## src/inc/bsc_map.svh

```systemverilog
`ifndef BSC_MAP_SVH
`define BSC_MAP_SVH
`define BSC_PC_W 13
`define BSC_OP_W 14
`define BSC_LIT_W 11
`define BSC_LIT_HI 10
`define BSC_PAGE_HI 4
`define BSC_PAGE_LO 3
`define BSC_PC_PAGE_HI 12
`define BSC_PC_PAGE_LO 11
`define BSC_BTSS_PAT 4'h7
`define BSC_CALL_PAT 3'h4
`define BSC_BIT_HI 9
`define BSC_BIT_LO 7
`define BSC_FADR_HI 6
`define BSC_OPC4_HI 13
`define BSC_OPC4_LO 10
`define BSC_OPC3_LO 11
`define BSC_NOP_WORD 14'h0000
`define BSC_PC_RST 13'h0000
`define BSC_PC_ONE 13'h0001
`define BSC_Q_ONE 2'h1
`define BSC_Q_LAST 2'h3
`endif

```

## src/inc/bsc_pkg.sv

```systemverilog
package bsc_pkg;
    typedef enum logic [1:0] {
        BSC_EXEC,
        BSC_FLUSH
    } bsc_state_t;

    typedef enum logic [1:0] {
        BSC_OP_OTHER,
        BSC_OP_SKIP,
        BSC_OP_CALL
    } bsc_op_t;
endpackage

```

## src/inc/bsc_phase_if.sv

```systemverilog
`timescale 1ns/1ns
interface bsc_phase_if;
    logic [1:0] q;
    logic q_first;
    logic q_last;
    modport gen (output q, output q_first, output q_last);
    modport use_side (input q, input q_first, input q_last);
endinterface // bsc_phase_if

```

## src/design/bsc_exec.sv

```systemverilog
`timescale 1ns/1ns
`include "bsc_map.svh"
module bsc_exec
    import bsc_pkg::*;
(
    input wire logic CLK, // 20 MHz core clock
    input wire logic RESETN, // Async reset, active low
    input wire logic [13:0] INSTR, // Fetched instruction word
    input wire logic [7:0] REG_DATA, // Register file read data
    input wire logic [7:0] PC_HIGH_LATCH, // pc_high_latch contents
    output logic [12:0] PC, // Program counter
    output logic [6:0] REG_ADDR, // Register file read address
    output logic STACK_PUSH, // Push pulse to stack_top
    output logic [12:0] STACK_DATA, // Return address pushed
    output logic EXEC_NOP, // Current cycle executes as no-op
    output logic CYCLE_END // Instruction cycle boundary pulse
);
    bsc_phase_if ph ();
    bsc_state_t state_q;
    logic [13:0] ir_q;
    logic [12:0] pc_q;
    logic [6:0] addr_q;
    logic push_q;
    logic [12:0] push_data_q;
    logic nop_q;
    logic end_q;
    logic bit_hit;
    logic exec_now;
    logic two_cycle;
    bsc_op_t op;

    bsc_phase u_phase (
        .clk(CLK),
        .resetn(RESETN),
        .ph(ph.gen)
    );

    // Opcode class of a latched word
    function automatic bsc_op_t decode(input logic [13:0] w);
        bsc_op_t kind;
        kind = BSC_OP_OTHER;
        if (w[`BSC_OPC4_HI:`BSC_OPC4_LO] == `BSC_BTSS_PAT) begin
            kind = BSC_OP_SKIP;
        end else if (w[`BSC_OPC4_HI:`BSC_OPC3_LO] == `BSC_CALL_PAT) begin
            kind = BSC_OP_CALL;
        end
        return kind;
    endfunction

    // Bit number tested by a skip
    function automatic logic [2:0] bit_index(input logic [13:0] w);
        return w[`BSC_BIT_HI:`BSC_BIT_LO];
    endfunction

    // Register address field of a word
    function automatic logic [6:0] reg_field(input logic [13:0] w);
        return w[`BSC_FADR_HI:0];
    endfunction

    // Call target: latch page bits above the literal
    function automatic logic [12:0] call_target(
        input logic [13:0] w,
        input logic [7:0] latch
    );
        return {latch[`BSC_PAGE_HI:`BSC_PAGE_LO], w[`BSC_LIT_HI:0]};
    endfunction

    // Sequential successor of a counter value
    function automatic logic [12:0] pc_next(input logic [12:0] p);
        return p + `BSC_PC_ONE;
    endfunction

    // Word needs a second, idle cycle
    function automatic logic needs_flush(input bsc_op_t k, input logic hit);
        return (k == BSC_OP_SKIP && hit) || k == BSC_OP_CALL;
    endfunction

    assign op = decode(ir_q);
    assign bit_hit = REG_DATA[bit_index(ir_q)];
    // Flushed slot never starts a second flush
    assign exec_now = (state_q == BSC_EXEC);
    assign two_cycle = exec_now && needs_flush(op, bit_hit);

    // Instruction latch, loaded every Q4 (flushed slot too); reset loads a no-op word
    always_ff @(posedge CLK or negedge RESETN) begin
        if (!RESETN) begin
            ir_q <= `BSC_NOP_WORD;
        end else if (ph.q_last) begin
            ir_q <= INSTR;
        end
    end

    // Two-cycle control: skip taken or call
    always_ff @(posedge CLK or negedge RESETN) begin
        if (!RESETN) begin
            state_q <= BSC_EXEC;
        end else if (ph.q_last) begin
            case (state_q)
                BSC_EXEC: begin
                    if (two_cycle) begin
                        state_q <= BSC_FLUSH;
                    end
                end
                BSC_FLUSH: begin
                    state_q <= BSC_EXEC;
                end
                default: begin
                    state_q <= BSC_EXEC;
                end
            endcase
        end
    end

    // Register address presented in Q2 for the bit test
    always_ff @(posedge CLK or negedge RESETN) begin
        if (!RESETN) begin
            addr_q <= 7'h00;
        end else if (ph.q_first) begin
            addr_q <= reg_field(ir_q);
        end
    end

    // Program counter
    always_ff @(posedge CLK or negedge RESETN) begin
        if (!RESETN) begin
            pc_q <= `BSC_PC_RST;
        end else if (ph.q_last) begin
            if (exec_now && op == BSC_OP_CALL) begin
                pc_q <= call_target(ir_q, PC_HIGH_LATCH);
            end else begin
                pc_q <= pc_next(pc_q);
            end
        end
    end

    // Stack push strobe, one clock wide
    always_ff @(posedge CLK or negedge RESETN) begin
        if (!RESETN) begin
            push_q <= 1'b0;
        end else begin
            push_q <= ph.q_last && exec_now && op == BSC_OP_CALL;
        end
    end

    // Return address, held until the next push
    always_ff @(posedge CLK or negedge RESETN) begin
        if (!RESETN) begin
            push_data_q <= `BSC_PC_RST;
        end else if (ph.q_last && exec_now && op == BSC_OP_CALL) begin
            push_data_q <= pc_next(pc_q);
        end
    end

    // No-op flag for the following cycle
    always_ff @(posedge CLK or negedge RESETN) begin
        if (!RESETN) begin
            nop_q <= 1'b0;
        end else if (ph.q_last) begin
            nop_q <= two_cycle;
        end
    end

    // Cycle boundary marker
    always_ff @(posedge CLK or negedge RESETN) begin
        if (!RESETN) begin
            end_q <= 1'b0;
        end else begin
            end_q <= ph.q_last;
        end
    end

    assign PC = pc_q;
    assign REG_ADDR = addr_q;
    assign STACK_PUSH = push_q;
    assign STACK_DATA = push_data_q;
    assign EXEC_NOP = nop_q;
    assign CYCLE_END = end_q;
endmodule // bsc_exec

```

## src/design/bsc_phase.sv

```systemverilog
`timescale 1ns/1ns
`include "bsc_map.svh"
module bsc_phase (
    input wire logic clk, // Core clock
    input wire logic resetn, // Async reset, active low
    bsc_phase_if.gen ph // Phase outputs
);
    logic [1:0] q_q;

    always_ff @(posedge clk or negedge resetn) begin
        if (!resetn) begin
            q_q <= 2'h0;
        end else begin
            q_q <= q_q + `BSC_Q_ONE;
        end
    end

    assign ph.q = q_q;
    assign ph.q_first = (q_q == 2'h0);
    assign ph.q_last = (q_q == `BSC_Q_LAST);
endmodule // bsc_phase

```

## config.mk

```make
export PLATFORM = sky130hd
export DESIGN_NAME = bsc_exec
export DESIGN_NICKNAME = d
export VERILOG_FILES = /design/src/inc/bsc_pkg.sv /design/src/inc/bsc_phase_if.sv /design/src/design/bsc_exec.sv /design/src/design/bsc_phase.sv
export VERILOG_INCLUDE_DIRS = /design/src /design/src/inc
export SDC_FILE = /design/constraint.sdc
export NUM_CORES = 1
export LEC_CHECK = 0
export BUFFER_PORTS_ARGS = -buffer_cell sky130_fd_sc_hd__buf_4
export CAP_MARGIN = 25
export CORE_MARGIN = 2
export CORE_UTILIZATION = 32
export DETAILED_ROUTE_END_ITERATION = 16
export SLEW_MARGIN = 20
export SYNTH_ARGS = -nofsm -noshare
export SYNTH_HDL_FRONTEND = slang
export SYNTH_HIERARCHICAL = 1
export SYNTH_SLANG_ARGS = --single-unit
```

## constraint.sdc

```tcl
create_clock -name CLK -period 3.7 [get_ports CLK]
set_input_delay 0.555 -clock CLK [delete_from_list [all_inputs] [get_ports CLK]]
set_output_delay 0.555 -clock CLK [all_outputs]
set_load 0.05 [all_outputs]
```

=== Word-level counts from Yosys, hierarchy flattened ===
Cells that the tools add are included.

* Equality and inequality tests: 6
* Add/sub/neg operators: 2
* Multiplexer cells: 7
* Reduce and logical (&&, ||, !) cells: 9
* Order comparisons: 1

{| class="wikitable"
|+ Operators by type and width
! kind !! count
|-
| $add A13 B1 Y13 const B || 1
|-
| $mux W13 || 1
|-
| $mux W2 || 4
|-
| $logic_and A1 B1 Y1 || 5
|-
| $eq A2 B2 Y1 const B || 2
|-
| $eq A4 B3 Y1 const B || 1
|-
| $logic_not A2 Y1 || 2
|-
| $lt A3 B4 Y1 const B || 1
|-
| $bmux W1 S3 || 1
|-
| $eq A3 B3 Y1 const B || 1
|-
| $add A2 B1 Y2 const B || 1
|-
| $eq A2 B1 Y1 const B || 1
|-
| $ne A2 B1 Y1 const B || 1
|-
| $reduce_and A2 Y1 || 1
|-
| $logic_or A1 B1 Y1 || 1
|-
| $mux W1 || 1
|}

* Bits in registers: 54
* Bits of input ports: 32
* Word-level logic and storage cells: 34
* Output and inout bits: 36

=== Longest topological paths before layout ===
Gate-level depths: netlist of run 1.

* Depth after elaboration: 9
* Gate-level depth with buffers: 7
* Depth with buffers taken out: 6

=== Modules after synthesis ===
The synthesis of run 1 kept the hierarchy.

{| class="wikitable"
|+ By module, submodules not included
! module !! cells an instance !! instances !! area each (um^2) !! seq. area each (um^2)
|-
| bsc_exec || 209 || 1 || 2,403.6 || 1,276.2
|-
| bsc_phase || 6 || 1 || 82.6 || 50.0
|}

=== Least setup slack after synthesis of run 1 ===
OpenSTA, ideal clock, no wires.

* Path type: register to register
* Start point: register pc_q[0] (netlist: PC[0])
* End point: register pc_q[12] (netlist: PC[12])
* Required time: 3.579 ns
* Library setup time: 0.121 ns
* Path buffers: 0
* Arrival time: 1.904 ns
* Clock period less this slack: 2.025 ns
* Cell stages (with the launch flop): 6
* Path slack: 1.675 ns
* Cells stage by stage: dfrtp_1 > ha_1 > nand3_1 > nor4_4 > a31oi_1 > o22a_1

* Longest elaborated chain between the ends: 2

{| class="wikitable"
|+ Ends and longest elaborated chain
! what !! RTL line !! source
|-
| start: declaration || bsc_exec.sv:21 || <nowiki>logic [12:0] pc_q;</nowiki>
|-
| start signal: assignment || bsc_exec.sv:126 || <nowiki>pc_q <= `BSC_PC_RST;</nowiki>
|-
| start signal: assignment || bsc_exec.sv:129 || <nowiki>pc_q <= call_target(ir_q, PC_HIGH_LATCH);</nowiki>
|-
| start signal: assignment || bsc_exec.sv:131 || <nowiki>pc_q <= pc_next(pc_q);</nowiki>
|-
| $add A13 B1 Y13 (no line) || n/a ||
|-
| $mux W13 || bsc_exec.sv:128 || <nowiki>if (exec_now && op == BSC_OP_CALL) begin</nowiki>
|}

No other way between the ends.
A chain may end at the register's enable or synchronous reset.

=== Worst setup path in the final report of run 1 ===
* Start point: register u_phase.q_q[0] (netlist: u_phase/ph.q[0])
* End point: register pc_q[2] (netlist: PC[2])

* Longest elaborated chain between the ends: 1

{| class="wikitable"
|+ Ends and longest elaborated chain
! what !! RTL line !! source
|-
| start: declaration || bsc_phase.sv:8 || <nowiki>logic [1:0] q_q;</nowiki>
|-
| start signal: assignment || bsc_phase.sv:14 || <nowiki>q_q <= q_q + `BSC_Q_ONE;</nowiki>
|-
| $eq A2 B2 Y1 (no line) || n/a ||
|-
| named net ph.q_last || bsc_phase_if.sv:5 || <nowiki>logic q_last;</nowiki>
|}

The timed path passes the listed nets, and every way through them passes these cells.

==> results of run 1 <==
## sequential cells by signal (all words and copies together) (netlist names)
| signal | count |
|---|---|
| STACK_DATA | 13 |
| u_phase/ph.q | 2 |
| EXEC_NOP | 1 |
| CYCLE_END | 1 |
| state_q | 1 |
| PC | 13 |
| STACK_PUSH | 1 |
| ir_q | 14 |
| REG_ADDR | 7 |
## layout by cell type, fill, tap and decap left out, types with 3 or more instances in the layout
cell,instances
buf_4,62
nor4_1,4
o311ai_0,3
clkbuf_8,6
a221o_1,6
nand3_1,4
ha_1,3
xnor2_1,9
mux2_2,21
a31oi_1,3
inv_1,6
o21ai_0,20
dfrtp_1,53
nand2_1,28
a21oi_1,3
nor2_1,8
## worst max-delay path by stage
| stage | from | end | slack, ps | cells past startpoint |
|---|---|---|---|---|
| finish | u_phase/ph.q[0] | PC[2] | 1640 | 5 |
| global route | u_phase/ph.q[0] | PC[7] | 1440 | 5 |
| floorplan | PC[0] | PC[12] | 1670 | 5 |
| CTS | u_phase/ph.q[0] | PC[2] | 1610 | 5 |
| detailed placement | u_phase/ph.q[0] | PC[2] | 1630 | 5 |
| global placement | u_phase/ph.q[0] | PC[5] | 1660 | 5 |
## power breakdown
group / total (µW) / internal [µW] / leakage (µW) / switching, µW
combinational: 629 / 212 / 0.000690 / 417
clock: 328 / 149 / 0.0000443 / 179
sequential: 788 / 665 / 0.000649 / 123
total: 1740 / 1030 / 0.00138 / 719
## logic make-up after synthesis
| group | Yosys count |
|---|---|
| simple gates | 63 |
| buf+inv | 17 |
| fa+ha+maj | 3 |
| mux | 23 |
| flops | 53 |
| xor+xnor | 11 |
| compound gates | 45 |
## per-stage QoR
| stage | instances | area, µm² |
|---|---|---|
| 2_1_floorplan | 215 | 2490 |
| 3_3_place_gp | 368 | 3030 |
| 3_5_place_dp | 368 | 3030 |
| 4_1_cts | 375 | 3110 |
| 5_1_grt | 375 | 3110 |
| 6_report | 375 | 3110 |
## routing by layer
layer  vias up  track usage (%)  share of wire (%)
met5         -                0                  0
met4         0             5.10                1.5
met3        10             2.63                5.4
met2        59             22.0                 45
met1       880             20.9                 48
li1        894                -                  -
## worst register-to-register path, delay by kind of cell, from the launching register on
kind / cells / cell delay [ps]
simple gates: 2 / 550
compound gates: 1 / 440
flops: 1 / 390
buf+inv: 1 / 370
fa+ha+maj: 1 / 200
## final cells by class
cell class	count	area (µm²)	share of cell area, %
sequential	53	1330	42.6
multi-input combinational	145	1080	34.8
timing repair buffer	62	465	15.0
tap	102	128	4.10
clock buffer	7	86.3	2.77
inverter	6	22.5	0.723
==> run metrics, run 1 <==
status=finished, final reports clean; CP bufs+invs=1; reg2reg start=u_phase/ph.q[0]; share of cells above drive strength 1=36.3%; total core area=0.00761 mm²; Final Max Tran Viols=0; worst reg-to-reg path cell count=5; gr ovfl total=0; vias in the first global route=1909; Leak=0.00138 µW; final WL=5670 µm; HP Class=in2async; Synth Warn #=6; main flop type after synthesis=dfrtp_1; most common cell in the synthesized netlist=dfrtp_1; worst path cell trace=ha_1 -> and2b_2 -> nand2_2 -> inv_1 -> a221o_1; clock root buffer=clkbuf_8; slowest CP cell=a221o_1; std cell rows=32; Worst Setup End Kind=flip-flop; P&R area growth vs syn=25.2%; number of remaining DRC errors=0; reg2reg setup slack=1640 ps; CP Class=reg2reg; adder-cell share of the synthesized area=1.51%; Total Nets Final=308; Post-DP HPWL=3950 µm; top post-synthesis cells by count=dfrtp_1 (53), nand2_1 (28), mux2_2 (21), o21ai_0 (20), xnor2_1 (9); Worst Skew=3.70 ps; Syn Inst Count=215; fill cell count=796; WP data required=3890 ps; Worst-path clk slew=90 ps; post-route antenna net violation count=0; Hold Violations, Final=0; Design Power=1740 µW; clk buf depth=2; Netlist cell types=44; Mapped Avg Cell Area=11.6 µm²; post-synth top area share=53.3%; sequential share of the synthesized area=53.3%; number of diodes=0; H-tree lvl count=2; initial antenna violation count=0; Hold Slack=283 ps; Setup Slack @ Placement=1630 ps; flops & latches, synth=53; die area=0.00849 mm²; largest net degree at the start of global routing=54; Vias per Instance=4.91; RSZ-0062 raised after global routing=no; Num CTS Buffers=5; Worst-Skew Late Latency=300 ps; Synth area leaders=dfrtp_1 (53%), mux2_2 (9.5%), nand2_1 (4.2%), o21ai_0 (4.0%), xnor2_1 (3.2%); largest family of logic cells by synthesized area=simple AND/OR/NAND/NOR gates; Die W=92.1 µm; worst stage delay on the critical path=440 ps; FF-to-FF End=PC[2]; GP Congestion=0.861; Max-Cap Viols=0; VDD IR max=0.186 mV; WL per Instance=15.1 µm; largest area contributor in the netlist=dfrtp_1; post-synthesis compound-gate area fraction=12.1%; Simple-Gate Fraction of Synth Area=15.3%; DRT iter0 DRCs=156; PostCTS Resize Cnt=0; Tcrit/Tclk final=55.6%; vias=1843; setup TNS=0 ps; crit-path leading delay family=simple AND/OR/NAND/NOR gates; Worst Path Arrival=2240 ps; post-CTS setup buffers=0; CTS tree=done; GRT Total Usage=14.5%; number of port buffers=61; global-route wire length before repair=9930 µm; PwrDens=561 mW/mm²; final worst slack=1640 ps; drt pass-1 iters=4; CTS Hold Bufs=0; clk sinks=53; Die Y=92.1 µm; Final Critical Period=2060 ps; syn nets=250; normalized max-slew margin=30.4%; EDFF count, synth=0; startpoint types=flip-flop; post-synthesis mux area share=10.8%; final core area utilization=40.9%; Initial Util=32.7%; Async S/R FF share, synth=100%; # IOs=68; Max Clk Rate=486 MHz; setup violators final=0; synthesized area=0.00249 mm²; Post-Synth XOR/XNOR Area=3.88%; worst slew pin tran=1040 ps; Max FO, Critical Path=27
Power figures use the tool's default switching activity.
==> inputs of run 2 (changes only) <==
==> constraint.sdc (replaced) <==
create_clock -name CLK -period 1.7 [get_ports CLK]
set_input_delay 0.255 -clock CLK [delete_from_list [all_inputs] [get_ports CLK]]
set_output_delay 0.255 -clock CLK [all_outputs]
set_load 0.05 [all_outputs]
==> run 2 against run 1 <==
Largest cell class unchanged. Non-clock buffer count rose by 9. Core utilization up 2.0 points. Critical path depth unchanged. Count of clock-buffer cells in the layout fell by 1. Hold slack worse by 310 ps. Sequential cell count did not move. Clock skew increased by 3.5 ps. Sequential share of layout area is 1.6 points lower. Highest routed layer unchanged. Routed wire length up 0.41%. Worst setup slack worse by 1500 ps. The run now ends with negative hold slack left. Cell count increased by 2.7%.
==> run metrics, run 2 (synthesis results as in run 1) <==
Hold Slack=-29.5 ps (-312 ps); VDD IR max=0.470 mV (+150%); reg2reg setup slack=100 ps (-1540 ps); Vias per Instance=4.75 (-3.3%); global-route wire length before repair=9470 µm (-4.6%); Worst Setup End Kind=flip-flop; FF-to-FF End=PC[2]; CTS tree=done; Worst Setup SP=u_phase/ph.q[0]; Max Clk Rate=625 MHz (+29%); Worst-Skew Late Latency=310 ps (about the same); final core area utilization=42.9% (+2.0 points); Largest register FFs=14 (unchanged); PostCTS Resize Cnt=0 (unchanged); CP Class=reg2reg; H-tree lvl count=2 (unchanged); Max-Cap Viols=0 (unchanged); clk buf depth=2 (unchanged); share of cells above drive strength 1=43.8% (+7.6 points); largest net degree at the start of global routing=54 (unchanged); Die Y=92.1 µm (unchanged); setup violators final=0 (unchanged); die area=0.00849 mm² (unchanged); number of remaining DRC errors=0 (unchanged); reg2reg start=u_phase/ph.q[0]; commonest non-fill, non-tap cell in the layout=buf_4; gr ovfl total=0 (unchanged); post-route antenna net violation count=0 (unchanged); normalized max-slew margin=54.3% (+24 points); GRT Total Usage=14.2% (-0.30 points); Worst-path clk slew=100 ps (about the same); Die W=92.1 µm (unchanged); final WL=5690 µm (+0.41%); initial antenna violation count=0 (unchanged); total core area=0.00761 mm² (unchanged); Post-DP HPWL=4030 µm (+2.2%); GP Congestion=0.856 (-0.62%); startpoint types=flip-flop; Hold Violations, Final=36 (+36); CTS Hold Bufs=0 (unchanged); DRT iter0 DRCs=55 (-65%); status=complete, but fails checks; violated checks=negative hold slack; number of port buffers=61 (unchanged); Worst Skew=7.22 ps (+3.52 ps); WP data required=1900 ps (-1990 ps); vias=1829 (-0.76%); Leak=0.00143 µW (+3.4%); Tcrit/Tclk final=94.1% (+39 points); P&R area growth vs syn=31.2%; post-CTS setup buffers=0 (unchanged); Max FO, Critical Path=13 (-52%); Num CTS Buffers=5 (unchanged); RSZ-0062 raised after global routing=yes; Final Max Tran Viols=0 (unchanged); Worst Path Arrival=1800 ps (-440 ps); drt pass-1 iters=4 (unchanged); HP Class=in2async; most frequent cells in the layout=buf_4 (70), dfrtp_1 (43), nand2_1 (27), mux2_2 (21), o21ai_0 (20); Total Nets Final=317 (+2.9%); std cell rows=32 (unchanged); Initial Util=32.7% (unchanged); PwrDens=1240 mW/mm² (+120%); vias in the first global route=1875 (-1.8%); clk sinks=53 (unchanged); # IOs=68 (unchanged); worst reg-to-reg path cell count=5 (unchanged); clock root buffer=clkbuf_8; WL per Instance=14.8 µm (-2.2%); number of diodes=0 (unchanged); largest register by flop count=ir_q; worst slew pin tran=686 ps (-355 ps); Final Critical Period=1600 ps (-456 ps)
==> run 2: area by class of cell <==
type                       count  area (µm²)
inverter                       6        22.5
clock inverter                 2        37.5
multi-input combinational    145        1110
sequential                    53        1340
fill                         779        4350
tap                          102         128
clock buffer                   6        82.6
timing repair buffer          71         546
==> run 2: worst max-delay path by stage <==
stage               endpoint  cells after the start
floorplan             PC[11]                      5
CTS                    PC[2]                      4
detailed placement     PC[2]                      4
finish                 PC[2]                      5
global route           PC[8]                      6
global placement       PC[2]                      4
==> run 2: routing by layer <==
metal  global-route usage [%]  wire, µm  part of all wire [%]  vias up
li1                         -         -                     -      913
met1                     19.6      2590                    45      857
met2                     22.1      2700                    47       53
met3                     3.62       336                   5.9        6
met4                     4.48        65                   1.1        0
met5                        0         0                     0        -
==> run 2: power breakdown <==
group | switching (µW) | internal [µW]
Sequential | 262 | 1460
Combinational | 935 | 496
Clock | 419 | 479
==> run 2: critical path, cell delays in order (launching register included) <==
cell	delay [ps]
dfrtp_1	390
ha_1	240
and2b_2	220
nand2_2	60
inv_1	180
a221o_1	400
==> run 2: stage by stage <==
step | worst slack, ps | total power [µW] | setup TNS, ps | area [µm²] | instances
after floorplan | 12.2 | 2690 | 0 | 2510 | 215
after global placement | 57.0 | 3170 | 0 | 3130 | 377
after detailed placement | 27.8 | 3200 | 0 | 3130 | 377
after CTS | 14.9 | 4110 | 0 | 3250 | 385
after global routing | -42.0 | 4270 | -57.4 | 3260 | 385
final | 100 | 4050 | 0 | 3260 | 385
